**src/gcr_pkg.sv**
```systemverilog
// constants and helpers shared by the colour register block
`default_nettype none

package gcr_pkg;

	// ************************************************************
	// register map (byte addresses)
	// ************************************************************
	localparam logic [31:0] GCR_BG_ADDR   = 32'hB000B024; // background colour
	localparam logic [31:0] GCR_FG_ADDR   = 32'hB000B028; // foreground colour
	localparam logic [31:0] GCR_KEY_ADDR  = 32'hB000B02C; // transparency key colour
	localparam logic [31:0] GCR_MASK_ADDR = 32'hB000B030; // transparency compare mask
	localparam logic [31:0] GCR_CTRL_ADDR = 32'hB000B0F0; // drawing control bits

	// ************************************************************
	// reset values and field positions
	// ************************************************************
	localparam logic [23:0] GCR_COLOR_RST = 24'h000000; // every colour register
	localparam logic [31:0] GCR_CTRL_RST  = 32'h00000000; // control register
	localparam int          GCR_COLOR_W   = 24;  // stored colour width
	localparam int          GCR_TMODE_LSB = 14;  // transparency mode field [15:14]
	localparam int          GCR_CSEL_BIT  = 12;  // compare select bit
	localparam int          GCR_POL_BIT   = 11;  // key match polarity bit
	localparam int          GCR_SOURCE_DATA_SELECT_LSB  = 5;   // source data select [6:5]
	localparam int          GCR_BPP_LSB   = 0;   // colour depth [1:0]
	localparam int          GCR_RED_LSB   = 16;  // red channel in 8:8:8
	localparam int          GCR_GREEN_LSB = 8;   // green channel in 8:8:8
	localparam int          GCR_BLUE_LSB  = 0;   // blue channel in 8:8:8

	// ************************************************************
	// field encodings
	// ************************************************************
	localparam logic [1:0] GCR_TMODE_OFF   = 2'h0; // no transparency
	localparam logic [1:0] GCR_TMODE_MONO  = 2'h1; // mono transparency
	localparam logic [1:0] GCR_TMODE_COLOR = 2'h2; // colour key transparency
	localparam logic [1:0] GCR_SRC_DISP    = 2'h0; // display memory
	localparam logic [1:0] GCR_SRC_SYS     = 2'h1; // system memory
	localparam logic [1:0] GCR_SRC_BG      = 2'h2; // background colour register
	localparam logic [1:0] GCR_SRC_FG      = 2'h3; // foreground colour register
	localparam logic [1:0] GCR_BPP_8       = 2'h0; // 8 bits per pixel
	localparam logic [1:0] GCR_BPP_16      = 2'h1; // 16 bits per pixel
	localparam logic [1:0] GCR_BPP_24      = 2'h2; // 24 bits per pixel

	// low-order bits that the current depth makes meaningful
	function automatic logic [23:0] gcr_depth_mask(input logic [1:0] bpp);
		case (bpp)
			GCR_BPP_8:  gcr_depth_mask = 24'h0000FF;
			GCR_BPP_16: gcr_depth_mask = 24'h00FFFF;
			default:    gcr_depth_mask = 24'hFFFFFF;
		endcase
	endfunction

endpackage

`default_nettype wire

```
**src/gcr_color_regs.sv**
```systemverilog
// colour register set and transparency decision of the drawing engine
//
// Overview of operation
// - background colour held in bits 23:0
// - foreground colour held in bits 23:0
// - transparency key colour held in bits 23:0
// - compare mask applied during key comparison
// - only depth-sized low bits are used
// - 8:8:8 splits red, green, blue bytes
// - only colour mode uses key compare
// - select compares source or destination pixel
// - polarity picks drawn side of match
// - source select 10/11 picks bg/fg
`default_nettype none

module gcr_color_regs #(
	parameter int ADDR_W = 32 // register bus address width
) (
	// clock and reset
	input  wire logic              clk,
	input  wire logic              reset_n,
	// register bus
	input  wire logic [ADDR_W-1:0] reg_addr,
	input  wire logic [31:0]       reg_wdata,
	input  wire logic              reg_write,
	input  wire logic              reg_read,
	output logic      [31:0]       reg_rdata,
	// pixel stream from the drawing datapath
	input  wire logic              pix_valid,
	input  wire logic [23:0]       src_pixel,
	input  wire logic [23:0]       dst_pixel,
	input  wire logic [23:0]       mem_data,
	// decision and source data to the datapath
	output logic                   out_valid,
	output logic                   pixel_draw,
	output logic      [23:0]       src_data,
	output logic      [7:0]        src_red,
	output logic      [7:0]        src_green,
	output logic      [7:0]        src_blue,
	// expansion colours for mono data
	output logic      [23:0]       bg_expand,
	output logic      [23:0]       fg_expand
);
	import gcr_pkg::*;

	// ************************************************************
	// elaboration checks
	// ************************************************************
	// the printed addresses need a full 32-bit bus
	if (ADDR_W != 32) begin : g_bad_addr
		$error("gcr_color_regs: ADDR_W must be 32");
	end

	// ************************************************************
	// reset release
	// ************************************************************
	logic rst_meta_n; // first stage, read only by the second
	logic rst_n;      // released reset for the block

	// two flops so release is clean against clk
	always_ff @(posedge clk or negedge reset_n) begin
		if (!reset_n) begin
			rst_meta_n <= 1'b0;
			rst_n      <= 1'b0;
		end else begin
			rst_meta_n <= 1'b1;
			rst_n      <= rst_meta_n;
		end
	end

	// ************************************************************
	// registers
	// ************************************************************
	logic [23:0] background_color;          // background colour value
	logic [23:0] foreground_color;          // foreground colour value
	logic [23:0] transparency_key_color;    // key for colour transparency
	logic [23:0] transparency_compare_mask; // mask for key compare
	logic [1:0]  transparency_mode_field;   // off, mono or colour
	logic        compare_select;            // 0 source, 1 destination
	logic        key_match_polarity;        // 0 match hidden, 1 match drawn
	logic [1:0]  source_data_select;        // source of drawing data
	logic [1:0]  color_depth;               // bits per pixel code

	// address decode shared by write and read
	logic hit_bg;   // background address
	logic hit_fg;   // foreground address
	logic hit_key;  // key address
	logic hit_mask; // mask address
	logic hit_ctrl; // control address

	assign hit_bg   = reg_addr == GCR_BG_ADDR;
	assign hit_fg   = reg_addr == GCR_FG_ADDR;
	assign hit_key  = reg_addr == GCR_KEY_ADDR;
	assign hit_mask = reg_addr == GCR_MASK_ADDR;
	assign hit_ctrl = reg_addr == GCR_CTRL_ADDR;

	// background colour, reserved upper byte dropped
	always_ff @(posedge clk or negedge rst_n) begin
		if (!rst_n) begin
			background_color <= GCR_COLOR_RST;
		end else if (reg_write && hit_bg) begin
			background_color <= reg_wdata[23:0];
		end
	end

	// foreground colour
	always_ff @(posedge clk or negedge rst_n) begin
		if (!rst_n) begin
			foreground_color <= GCR_COLOR_RST;
		end else if (reg_write && hit_fg) begin
			foreground_color <= reg_wdata[23:0];
		end
	end

	// transparency key colour
	always_ff @(posedge clk or negedge rst_n) begin
		if (!rst_n) begin
			transparency_key_color <= GCR_COLOR_RST;
		end else if (reg_write && hit_key) begin
			transparency_key_color <= reg_wdata[23:0];
		end
	end

	// transparency compare mask
	always_ff @(posedge clk or negedge rst_n) begin
		if (!rst_n) begin
			transparency_compare_mask <= GCR_COLOR_RST;
		end else if (reg_write && hit_mask) begin
			transparency_compare_mask <= reg_wdata[23:0];
		end
	end

	// control fields steering the decision path
	always_ff @(posedge clk or negedge rst_n) begin
		if (!rst_n) begin
			transparency_mode_field <= GCR_CTRL_RST[GCR_TMODE_LSB +: 2];
			compare_select          <= GCR_CTRL_RST[GCR_CSEL_BIT];
			key_match_polarity      <= GCR_CTRL_RST[GCR_POL_BIT];
			source_data_select      <= GCR_CTRL_RST[GCR_SOURCE_DATA_SELECT_LSB +: 2];
			color_depth             <= GCR_CTRL_RST[GCR_BPP_LSB +: 2];
		end else if (reg_write && hit_ctrl) begin
			transparency_mode_field <= reg_wdata[GCR_TMODE_LSB +: 2];
			compare_select          <= reg_wdata[GCR_CSEL_BIT];
			key_match_polarity      <= reg_wdata[GCR_POL_BIT];
			source_data_select      <= reg_wdata[GCR_SOURCE_DATA_SELECT_LSB +: 2];
			color_depth             <= reg_wdata[GCR_BPP_LSB +: 2];
		end
	end

	// ************************************************************
	// register read
	// ************************************************************
	logic [31:0] next_rdata; // word for the cycle after the read

	// reserved bits and unmapped addresses read zero
	always_comb begin
		next_rdata = 32'h00000000;
		if (hit_bg) begin
			next_rdata[23:0] = background_color;
		end else if (hit_fg) begin
			next_rdata[23:0] = foreground_color;
		end else if (hit_key) begin
			next_rdata[23:0] = transparency_key_color;
		end else if (hit_mask) begin
			next_rdata[23:0] = transparency_compare_mask;
		end else if (hit_ctrl) begin
			next_rdata[GCR_TMODE_LSB +: 2] = transparency_mode_field;
			next_rdata[GCR_CSEL_BIT]       = compare_select;
			next_rdata[GCR_POL_BIT]        = key_match_polarity;
			next_rdata[GCR_SOURCE_DATA_SELECT_LSB +: 2]  = source_data_select;
			next_rdata[GCR_BPP_LSB +: 2]   = color_depth;
		end
	end

	// read data valid only in the cycle after the strobe
	always_ff @(posedge clk or negedge rst_n) begin
		if (!rst_n) begin
			reg_rdata <= 32'h00000000;
		end else if (reg_read) begin
			reg_rdata <= next_rdata;
		end else begin
			reg_rdata <= 32'h00000000;
		end
	end

	// ************************************************************
	// transparency decision
	// ************************************************************
	logic [23:0] depth;         // meaningful low bits for this depth
	logic [23:0] cmp_pixel;     // pixel that controls transparency
	logic        key_match;     // masked match against the key
	logic [23:0] next_src_data; // selected source data
	logic        next_draw;     // draw decision for this pixel

	assign depth = gcr_depth_mask(color_depth);

	assign cmp_pixel = compare_select ? dst_pixel : src_pixel;

	gcr_key_compare u_key_compare (
		.pixel (cmp_pixel),
		.key   (transparency_key_color),
		.mask  (transparency_compare_mask),
		.depth (depth),
		.match (key_match)
	);

	gcr_source_mux u_source_mux (
		.source_data_select (source_data_select),
		.mem_data           (mem_data),
		.background_color   (background_color),
		.foreground_color   (foreground_color),
		.depth              (depth),
		.src_data           (next_src_data)
	);

	// mono transparency is decided elsewhere, so it draws here
	always_comb begin
		if (transparency_mode_field == GCR_TMODE_COLOR) begin
			next_draw = key_match == key_match_polarity;
		end else begin
			next_draw = 1'b1;
		end
	end

	// one-cycle stage from pixel in to decision out
	always_ff @(posedge clk or negedge rst_n) begin
		if (!rst_n) begin
			out_valid  <= 1'b0;
			pixel_draw <= 1'b0;
			src_data   <= 24'h000000;
		end else begin
			out_valid <= pix_valid;
			if (pix_valid) begin
				pixel_draw <= next_draw;
				src_data   <= next_src_data;
			end
		end
	end

	assign src_red   = src_data[GCR_RED_LSB +: 8];
	assign src_green = src_data[GCR_GREEN_LSB +: 8];
	assign src_blue  = src_data[GCR_BLUE_LSB +: 8];

	// expansion colours trimmed to the current depth
	always_ff @(posedge clk or negedge rst_n) begin
		if (!rst_n) begin
			bg_expand <= 24'h000000;
			fg_expand <= 24'h000000;
		end else begin
			bg_expand <= background_color & depth;
			fg_expand <= foreground_color & depth;
		end
	end
endmodule

`default_nettype wire

```
**src/gcr_key_compare.sv**
```systemverilog
// masked comparison of one pixel against the transparency key
`default_nettype none

module gcr_key_compare (
	// operands
	input  wire logic [23:0] pixel,
	input  wire logic [23:0] key,
	input  wire logic [23:0] mask,
	input  wire logic [23:0] depth,
	// result
	output logic             match
);
	import gcr_pkg::*;

	// ************************************************************
	// comparison
	// ************************************************************
	// only bits set in both mask and depth take part
	logic [23:0] care; // positions that are compared

	assign care  = mask & depth;
	assign match = ((pixel ^ key) & care) == 24'h000000;

endmodule

`default_nettype wire

```
**src/gcr_source_mux.sv**
```systemverilog
// selection of source data between memory and colour registers
`default_nettype none

module gcr_source_mux (
	// selection
	input  wire logic [1:0]  source_data_select,
	// candidates
	input  wire logic [23:0] mem_data,
	input  wire logic [23:0] background_color,
	input  wire logic [23:0] foreground_color,
	input  wire logic [23:0] depth,
	// result
	output logic      [23:0] src_data
);
	import gcr_pkg::*;

	// ************************************************************
	// selection
	// ************************************************************
	// both memory sources arrive on the same fetched word
	always_comb begin
		case (source_data_select)
			GCR_SRC_BG: src_data = background_color & depth;
			GCR_SRC_FG: src_data = foreground_color & depth;
			default:    src_data = mem_data & depth;
		endcase
	end

endmodule

`default_nettype wire

```
**config.mk**
```make
export PLATFORM = sky130hd
export DESIGN_NAME = gcr_color_regs
export DESIGN_NICKNAME = d
export VERILOG_FILES = /design/src/gcr_pkg.sv /design/src/gcr_color_regs.sv /design/src/gcr_key_compare.sv /design/src/gcr_source_mux.sv
export SDC_FILE = /design/constraint.sdc
export NUM_CORES = 1
export LEC_CHECK = 0
export BUFFER_PORTS_ARGS = -buffer_cell sky130_fd_sc_hd__buf_2
export CORE_MARGIN = 2
export CORE_UTILIZATION = 50
export DETAILED_ROUTE_END_ITERATION = 7
export GPL_TIMING_DRIVEN = 0
export PLACE_DENSITY = 0.78
export SETUP_SLACK_MARGIN = 0.3
export SYNTH_ARGS = -nofsm -noshare
export SYNTH_HDL_FRONTEND = slang
export SYNTH_SLANG_ARGS = --single-unit
```
**constraint.sdc**
```tcl
create_clock -name clk -period 17.45 [get_ports clk]
set_input_delay 0.8725 -clock clk [delete_from_list [all_inputs] [get_ports clk]]
set_output_delay 0.8725 -clock clk [all_outputs]
set_load 0.03 [all_outputs]
```
==> results.yml, run 1 <==
status:
  status: "finished, final reports clean"
global_routing:
  grt_pass1_wl_mm: 39.6
  grt_pass1_vias: 7202
  grt_max_degree: 70
  grt_overflow: 0
  antenna_found_initial: 1
  grt_use_total: 0.260
placed_design:
  hpwlAfterDp_mm: 18.7
  portBuffers: 253
  finalWeightedCongestion: 0.894
logic_synthesis:
  async_reset_ff_frac: 1.00
  synthAdderAreaFrac: 0
  muxShareOfSynthArea: 0.191
  syn_avg_cell_area_um2: 12.5
  synth-edff-count: 0
  synth_warnings: 0
  ys_ff_latch: 204
  synth_area_um2: 9280
  synth-compound-area-share: 0.0974
  yosys.area_share.simple: 0.0812
  ys.flop_type: "dfrtp_1"
  ys_seq_area_frac: 0.550
  synthCells: 742
  synth_top_family_by_area: "multiplexers"
  synth_xor_area_frac: 0.0179
  synth.distinct_cells: 49
critical_path:
  cp.arrival_ns: 3.22
  required_ns: 17.84
  critPathSlowestCell: "nor4_4"
  end_kind: "flop"
  cp_max_fo: 10
  cpPeakStageDelay_ns: 0.63
  worstPathCellList: "buf_2 -> nor3_2 -> nand2_1 -> nor4_4 -> buf_4 -> mux2_2"
  cpLargestDelayFamily: "simple AND/OR/NAND/NOR gates"
  path_class: "primary input to flop"
  crit_buf_inv: 2
  crit_path_start_kind: "primary input"
routing:
  post-route-drc-count: 0
  dr.pass1.iters: 4
  wl_mm: 25.8
  num_vias: 6957
  wl_per_cell_um: 20.2
  avgViaCountPerCell: 5.47
  final_antenna_net_count: 0
  drtIter0Drc: 492
floorplan:
  die_x_um: 140
  core_area_um2: 18100
  pin_count: 271
  start_util: 0.513
  die_h_um: 140
  die-area_um2: 19700
  core.rowCount: 49
timing:
  rsz0062_at_grt: "no"
  layout_min_cycle_time_ns: 2.83
  fin_skew_ns: 0.0122
  tightest_slew_ns: 0.903
  fin_crit_sh: 0.162
  hold_viol: 0
  maxSlewViolCount: 0
  finalSetupViolations: 0
  max-slew-margin-rel: 0.398
  tns_ns: 0
  timing.fmax_ghz: 0.353
final_layout:
  multi_input_area_um2: 3630
  regArea_um2: 5110
  n_fill_cell: 1435
  final_nets: 1169
  drive_above_1_share: 0.415
  areaGrowthSynthToFinish_pct: 25.1
cts:
  cts_max_level: 1
  cts_made_buffers: 22
  cts_root_buf: "clkbuf_16"
  cts.sinks: 204
  cts_resized: 0
  clk_pin_slew_ns: 0.06
  hold_buffers: 0
  cts_tree: "yes"
  cts_setup_buffers: 0
  insertion_delay_ns: 0.50
  clk_path_buf_depth: 3
power_and_ir_drop:
  total_power_mw: 1.02
  p_switching_uw: 245
  power_frac_clock: 0.434
  combinationalPowerShare: 0.089
  ir_drop_v: 0.0000616
  power_frac_seq: 0.476
  power_density_nw_per_um2: 87.8
  p_leak_nw: 5.93
  p_int_uw: 775
  swShare: 0.240
run:
  max_cap_viol_count: 0
worst_hold_path:
  hp-class: "primary input to asynchronous set/reset pin"
-- logic make-up (layout without fill, tap and decap cells) --
family / Yosys count / after routing
flip-flops: 204 / 204
multiplexers: 163 / 163
AO/OA/AOI/OAI: 138 / 138
AND/OR/NAND/NOR: 123 / 123
buffers and inverters: 93 / 386
XOR/XNOR: 19 / 19
other: 2 / 10
-- cell usage after synthesis (9+ instances only) --
cell	number	area [µm²]
o21ai_1	16	80.1
and2_1	19	119
a22oi_1	57	428
mux2i_1	52	521
buf_2	10	50.1
o21ai_0	20	100
a21oi_1	9	45.0
nor2b_1	23	144
inv_1	18	67.6
nor2_1	16	60.1
clkbuf_1	13	48.8
mux2_1	40	450
xnor2_1	17	149
nand2_1	31	116
dfrtp_1	204	5100
buf_4	41	308
mux2_2	71	800
o22ai_1	26	163
-- registers in the layout (all words and copies together) (netlist names) --
signal                     count
reg_rdata                     24
pixel_draw                     1
transparency_mode_field        2
src_data                      24
rst_n                          1
color_depth                    2
source_data_select             2
fg_expand                     24
background_color              24
rst_meta_n                     1
transparency_compare_mask     24
out_valid                      1
bg_expand                     24
transparency_key_color        24
compare_select                 1
key_match_polarity             1
foreground_color              24
-- power groups by stage --
| stage | registers, mW | clock network, mW | logic, mW |
|---|---|---|---|
| finish | 0.486 | 0.443 | 0.0910 |
| global route | 0.487 | 0.468 | 0.0974 |
| CTS | 0.486 | 0.450 | 0.0911 |
| detailed placement | 0.494 | 0 | 0.0908 |
| global placement | 0.500 | 0 | 0.0817 |
| floorplan | 0.508 | 0 | 0.0388 |
-- worst register-to-register path: stages, from the launching register on --
cell     delay (ns)
dfrtp_1        0.31
buf_2          0.31
buf_2          0.45
mux2i_1        0.33
xor2_1         0.20
o22ai_1        0.12
nor4_2         0.39
a21oi_1        0.12
nor3b_1        0.21
-- path summary, 6_finish.rpt --
| kind | startpoint | cells past startpoint | slack (ns) | end |
|---|---|---|---|---|
| worst max-delay path | reg_addr[6] | 6 | 14.62 | background_color[8] |
| worst min-delay path | reset_n | 1 | 0.14 | rst_n |
| worst max register to register | compare_select | 8 | 14.90 | pixel_draw |
| worst min register to register | rst_meta_n | 0 | 0.35 | rst_n |
| max in group asynchronous | rst_n | 2 | 15.80 | reg_rdata[17] |
| min in group clk | rst_meta_n | 0 | 0.35 | rst_n |
-- metrics by stage --
stage	area, µm²	cells	util	worst slack (ns)	hold WS [ns]
floorplan	9300	749	-	11.34	0.331
global placement	10900	1231	0.600	9.16	0.336
detailed placement	10900	1233	0.603	14.12	0.343
CTS	11600	1271	0.642	14.65	0.131
global route	11600	1272	0.642	14.54	0.129
finish	11600	1272	0.642	14.62	0.141
-- cells in the final DEF, fill, tap and decap left out, types with 23 or more instances in the layout --
cell type,instances
a22oi_1,57
mux2_1,40
buf_4,41
mux2_2,71
dfrtp_1,203
o22ai_1,26
mux2i_1,52
nor2b_1,23
nand2_1,31
clkbuf_16,23
buf_2,263
-- routing by layer --
layer | vias up | wire length, µm | track usage
li1 | 3189 | - | -
met1 | 3425 | 10900 | 0.345
met2 | 291 | 12300 | 0.435
met3 | 52 | 1820 | 0.0492
met4 | 0 | 742 | 0.0840
met5 | - | 0 | 0
-- cell type report --
| class | instances | area share |
|---|---|---|
| antenna | 1 | 0.000216 |
| clock buffer | 32 | 0.0568 |
| sequential | 204 | 0.440 |
| multi-input combinational | 452 | 0.312 |
| timing repair buffer | 255 | 0.114 |
| clock inverter | 6 | 0.00280 |
| tap | 229 | 0.0247 |
| buffer | 75 | 0.0432 |
| inverter | 18 | 0.00582 |
Power figures use the tool's default switching activity.
==> run 2: changes to the inputs <==
--- a/config.mk
+++ b/config.mk
@@ -7,10 +7,10 @@
 export LEC_CHECK = 0
 export BUFFER_PORTS_ARGS = -buffer_cell sky130_fd_sc_hd__buf_2
 export CORE_MARGIN = 2
-export CORE_UTILIZATION = 50
+export CORE_UTILIZATION = 47
 export DETAILED_ROUTE_END_ITERATION = 7
 export GPL_TIMING_DRIVEN = 0
-export PLACE_DENSITY = 0.78
+export PLACE_DENSITY = 0.76
 export SETUP_SLACK_MARGIN = 0.3
 export SYNTH_ARGS = -nofsm -noshare
 export SYNTH_HDL_FRONTEND = slang
==> constraint.sdc (replaced) <==
create_clock -name clk -period 2.5 [get_ports clk]
set_input_delay 0.125 -clock clk [delete_from_list [all_inputs] [get_ports clk]]
set_output_delay 0.125 -clock clk [all_outputs]
set_load 0.03 [all_outputs]
==> run 2 against run 1 <==
Clock skew increased by 0.0068 ns; final area increased by 5.6%; final cell count increased by 6.6%; combinational power increased to 7.7 times the previous value; routed wire length increased by 4.0%; non-clock buffer count increased by 49; first-iteration DRC count decreased by 18%; count of clock-buffer cells in the layout increased by 1; flip-flop and latch count unchanged; largest cell class unchanged.
==> results.yml, run 2 (same netlist as run 1, synthesis figures left out) <==
routing:
  dr.pass1.iters: 5
  avgViaCountPerCell: 5.22
  post-route-drc-count: 0
  num_vias: 7072
  final_antenna_net_count: 0
  wl_per_cell_um: 19.8
  wl_mm: 26.8
  drtIter0Drc: 402
final_layout:
  final_nets: 1218
  final_common_cell: "buf_2"
  final_area_um2: 12300
  diodes: 0
  layout_common_cells: "260 x buf_2, 203 x dfrtp_1, 71 x mux2_2"
  areaGrowthSynthToFinish_pct: 32.1
  drive_above_1_share: 0.403
  n_fill_cell: 1622
critical_path:
  required_ns: 2.92
  r2r-start: "compare_select"
  timing.rr.end: "pixel_draw"
  cp_max_fo: 10
  rrSetupSlack_ns: 0.39
  path_class: "flop to flop"
  crit_path_start_kind: "flop"
  worstRegToRegCells: 8
  end_kind: "flop"
  cp.arrival_ns: 2.53
placed_design:
  portBuffers: 253
  finalWeightedCongestion: 0.901
  hpwlAfterDp_mm: 19.0
  placed_area_um2: 11000
worst_hold_path:
  worstHoldStart: "mem_data[1]"
  hold_path_end: "src_data[1]"
  hp-class: "primary input to flop"
  min_path_cells: 4
floorplan:
  core.rowCount: 51
  pin_count: 271
  start_util: 0.478
  core_area_um2: 19400
  die-area_um2: 20900
  die_h_um: 144
  die_x_um: 144
power_and_ir_drop:
  p_leak_nw: 6.19
  total_power_mw: 7.38
  power_density_nw_per_um2: 602
  ir_drop_v: 0.000476
  swShare: 0.235
  power_frac_seq: 0.459
  p_int_mw: 5.64
  power_frac_clock: 0.445
  p_switching_mw: 1.73
  combinationalPowerShare: 0.096
timing:
  fin_skew_ns: 0.0190
  max-slew-margin-rel: 0.357
  hold_viol: 0
  rsz0062_at_grt: "no"
  tightest_slew_ns: 0.961
  maxSlewViolCount: 0
  timing.fmax_ghz: 0.474
  finalSetupViolations: 0
  fin_crit_sh: 0.843
  layout_min_cycle_time_ns: 2.11
cts:
  cts_root_buf: "clkbuf_16"
  cts.sinks: 204
  insertion_delay_ns: 0.51
  clk_path_buf_depth: 3
  cts_tree: "yes"
  clk_pin_slew_ns: 0.06
  cts_max_level: 1
  cts_made_buffers: 22
global_routing:
  grt_pass1_wl_mm: 40.6
  grt_max_degree: 65
  grt_overflow: 0
  grt_pass1_vias: 7207
  grt_use_total: 0.259
  antenna_found_initial: 1
run:
  max_cap_viol_count: 0
status:
  status: "finished, final reports clean"
-- run 2: cell types whose count changed in the layout (fill, tap and decap cells not counted), sizes merged --
cell         previous run  this run
diode                   1         0
clkinvlp                1         0
bufinv                  0         1
dlygate4sd3             0        48
clkinv                  5         4
clkbuf                 46        48
-- run 2: per-stage QoR --
step	std cells	utilization	setup TNS [ns]	hold slack [ns]	setup WS [ns]
finish	1356	0.632	0	0.0242	0.392
global route	1356	0.632	0	0.0516	0.347
CTS	1356	0.630	0	0.000228	0.312
detailed placement	1270	0.566	-0.871	-0.0883	-0.0817
global placement	1267	0.562	-58.06	-0.0899	-0.296
floorplan	749	-	0	-0.171	0.421
-- run 2: timing repair --
| item | 4_1_cts | 5_1_grt |
|---|---|---|
| hold buffers | 48 | 0 |
| buffers inserted | 0 | 0 |
| pin swaps | 0 | 1 |
| resized for setup | 6 | 10 |
| endpoints found under the setup margin | 1 | 7 |
| endpoints found under the hold margin | 132 | 0 |
-- run 2: final cells by class --
cell class	instances	area, µm²	share of cell area
plain buffers	75	531	0.0433
clock buffers	33	693	0.0566
clock inverters	5	50.0	0.00408
inverters	18	67.6	0.00551
multi-input cells	452	3650	0.298
flip-flops and latches	204	5110	0.417
well taps	265	332	0.0271
repair buffers	304	1820	0.149
-- run 2: power groups by stage --
stage / Sequential [mW] / Clock [mW] / Combinational, mW
3_3_place_gp: 3.49 / 0 / 0.572
4_1_cts: 3.39 / 3.35 / 0.704
6_report: 3.39 / 3.29 / 0.705
5_1_grt: 3.39 / 3.45 / 0.769
2_1_floorplan: 3.55 / 0 / 0.271
3_5_place_dp: 3.45 / 0 / 0.641
-- run 2: critical path, stage by stage (launching register included) --
cell and delay, ns:
dfrtp_1 0.34, buf_6 0.20, buf_12 0.20, mux2i_2 0.28
xnor2_1 0.11, a22o_1 0.24, nor4_4 0.35, a21oi_1 0.11
nor3b_1 0.19
-- run 2: worst max path at each step --
stage	cells after the start	slack, ns	endpoint	start
floorplan	0	0.42	background_color[0]	rst_n
global placement	0	-0.30	fg_expand[20]	rst_n
detailed placement	6	-0.08	background_color[6]	reg_addr[6]
CTS	8	0.31	pixel_draw	compare_select
global route	8	0.35	pixel_draw	compare_select
finish	8	0.39	pixel_draw	compare_select
-- run 2: layer usage --
layer  global-route usage  part of all wire  vias up
met3               0.0576             0.076       41
li1                     -                 -     3283
met2                0.432              0.48      269
met1                0.342              0.42     3479
met5                    0                 0        -
met4               0.0720             0.024        0
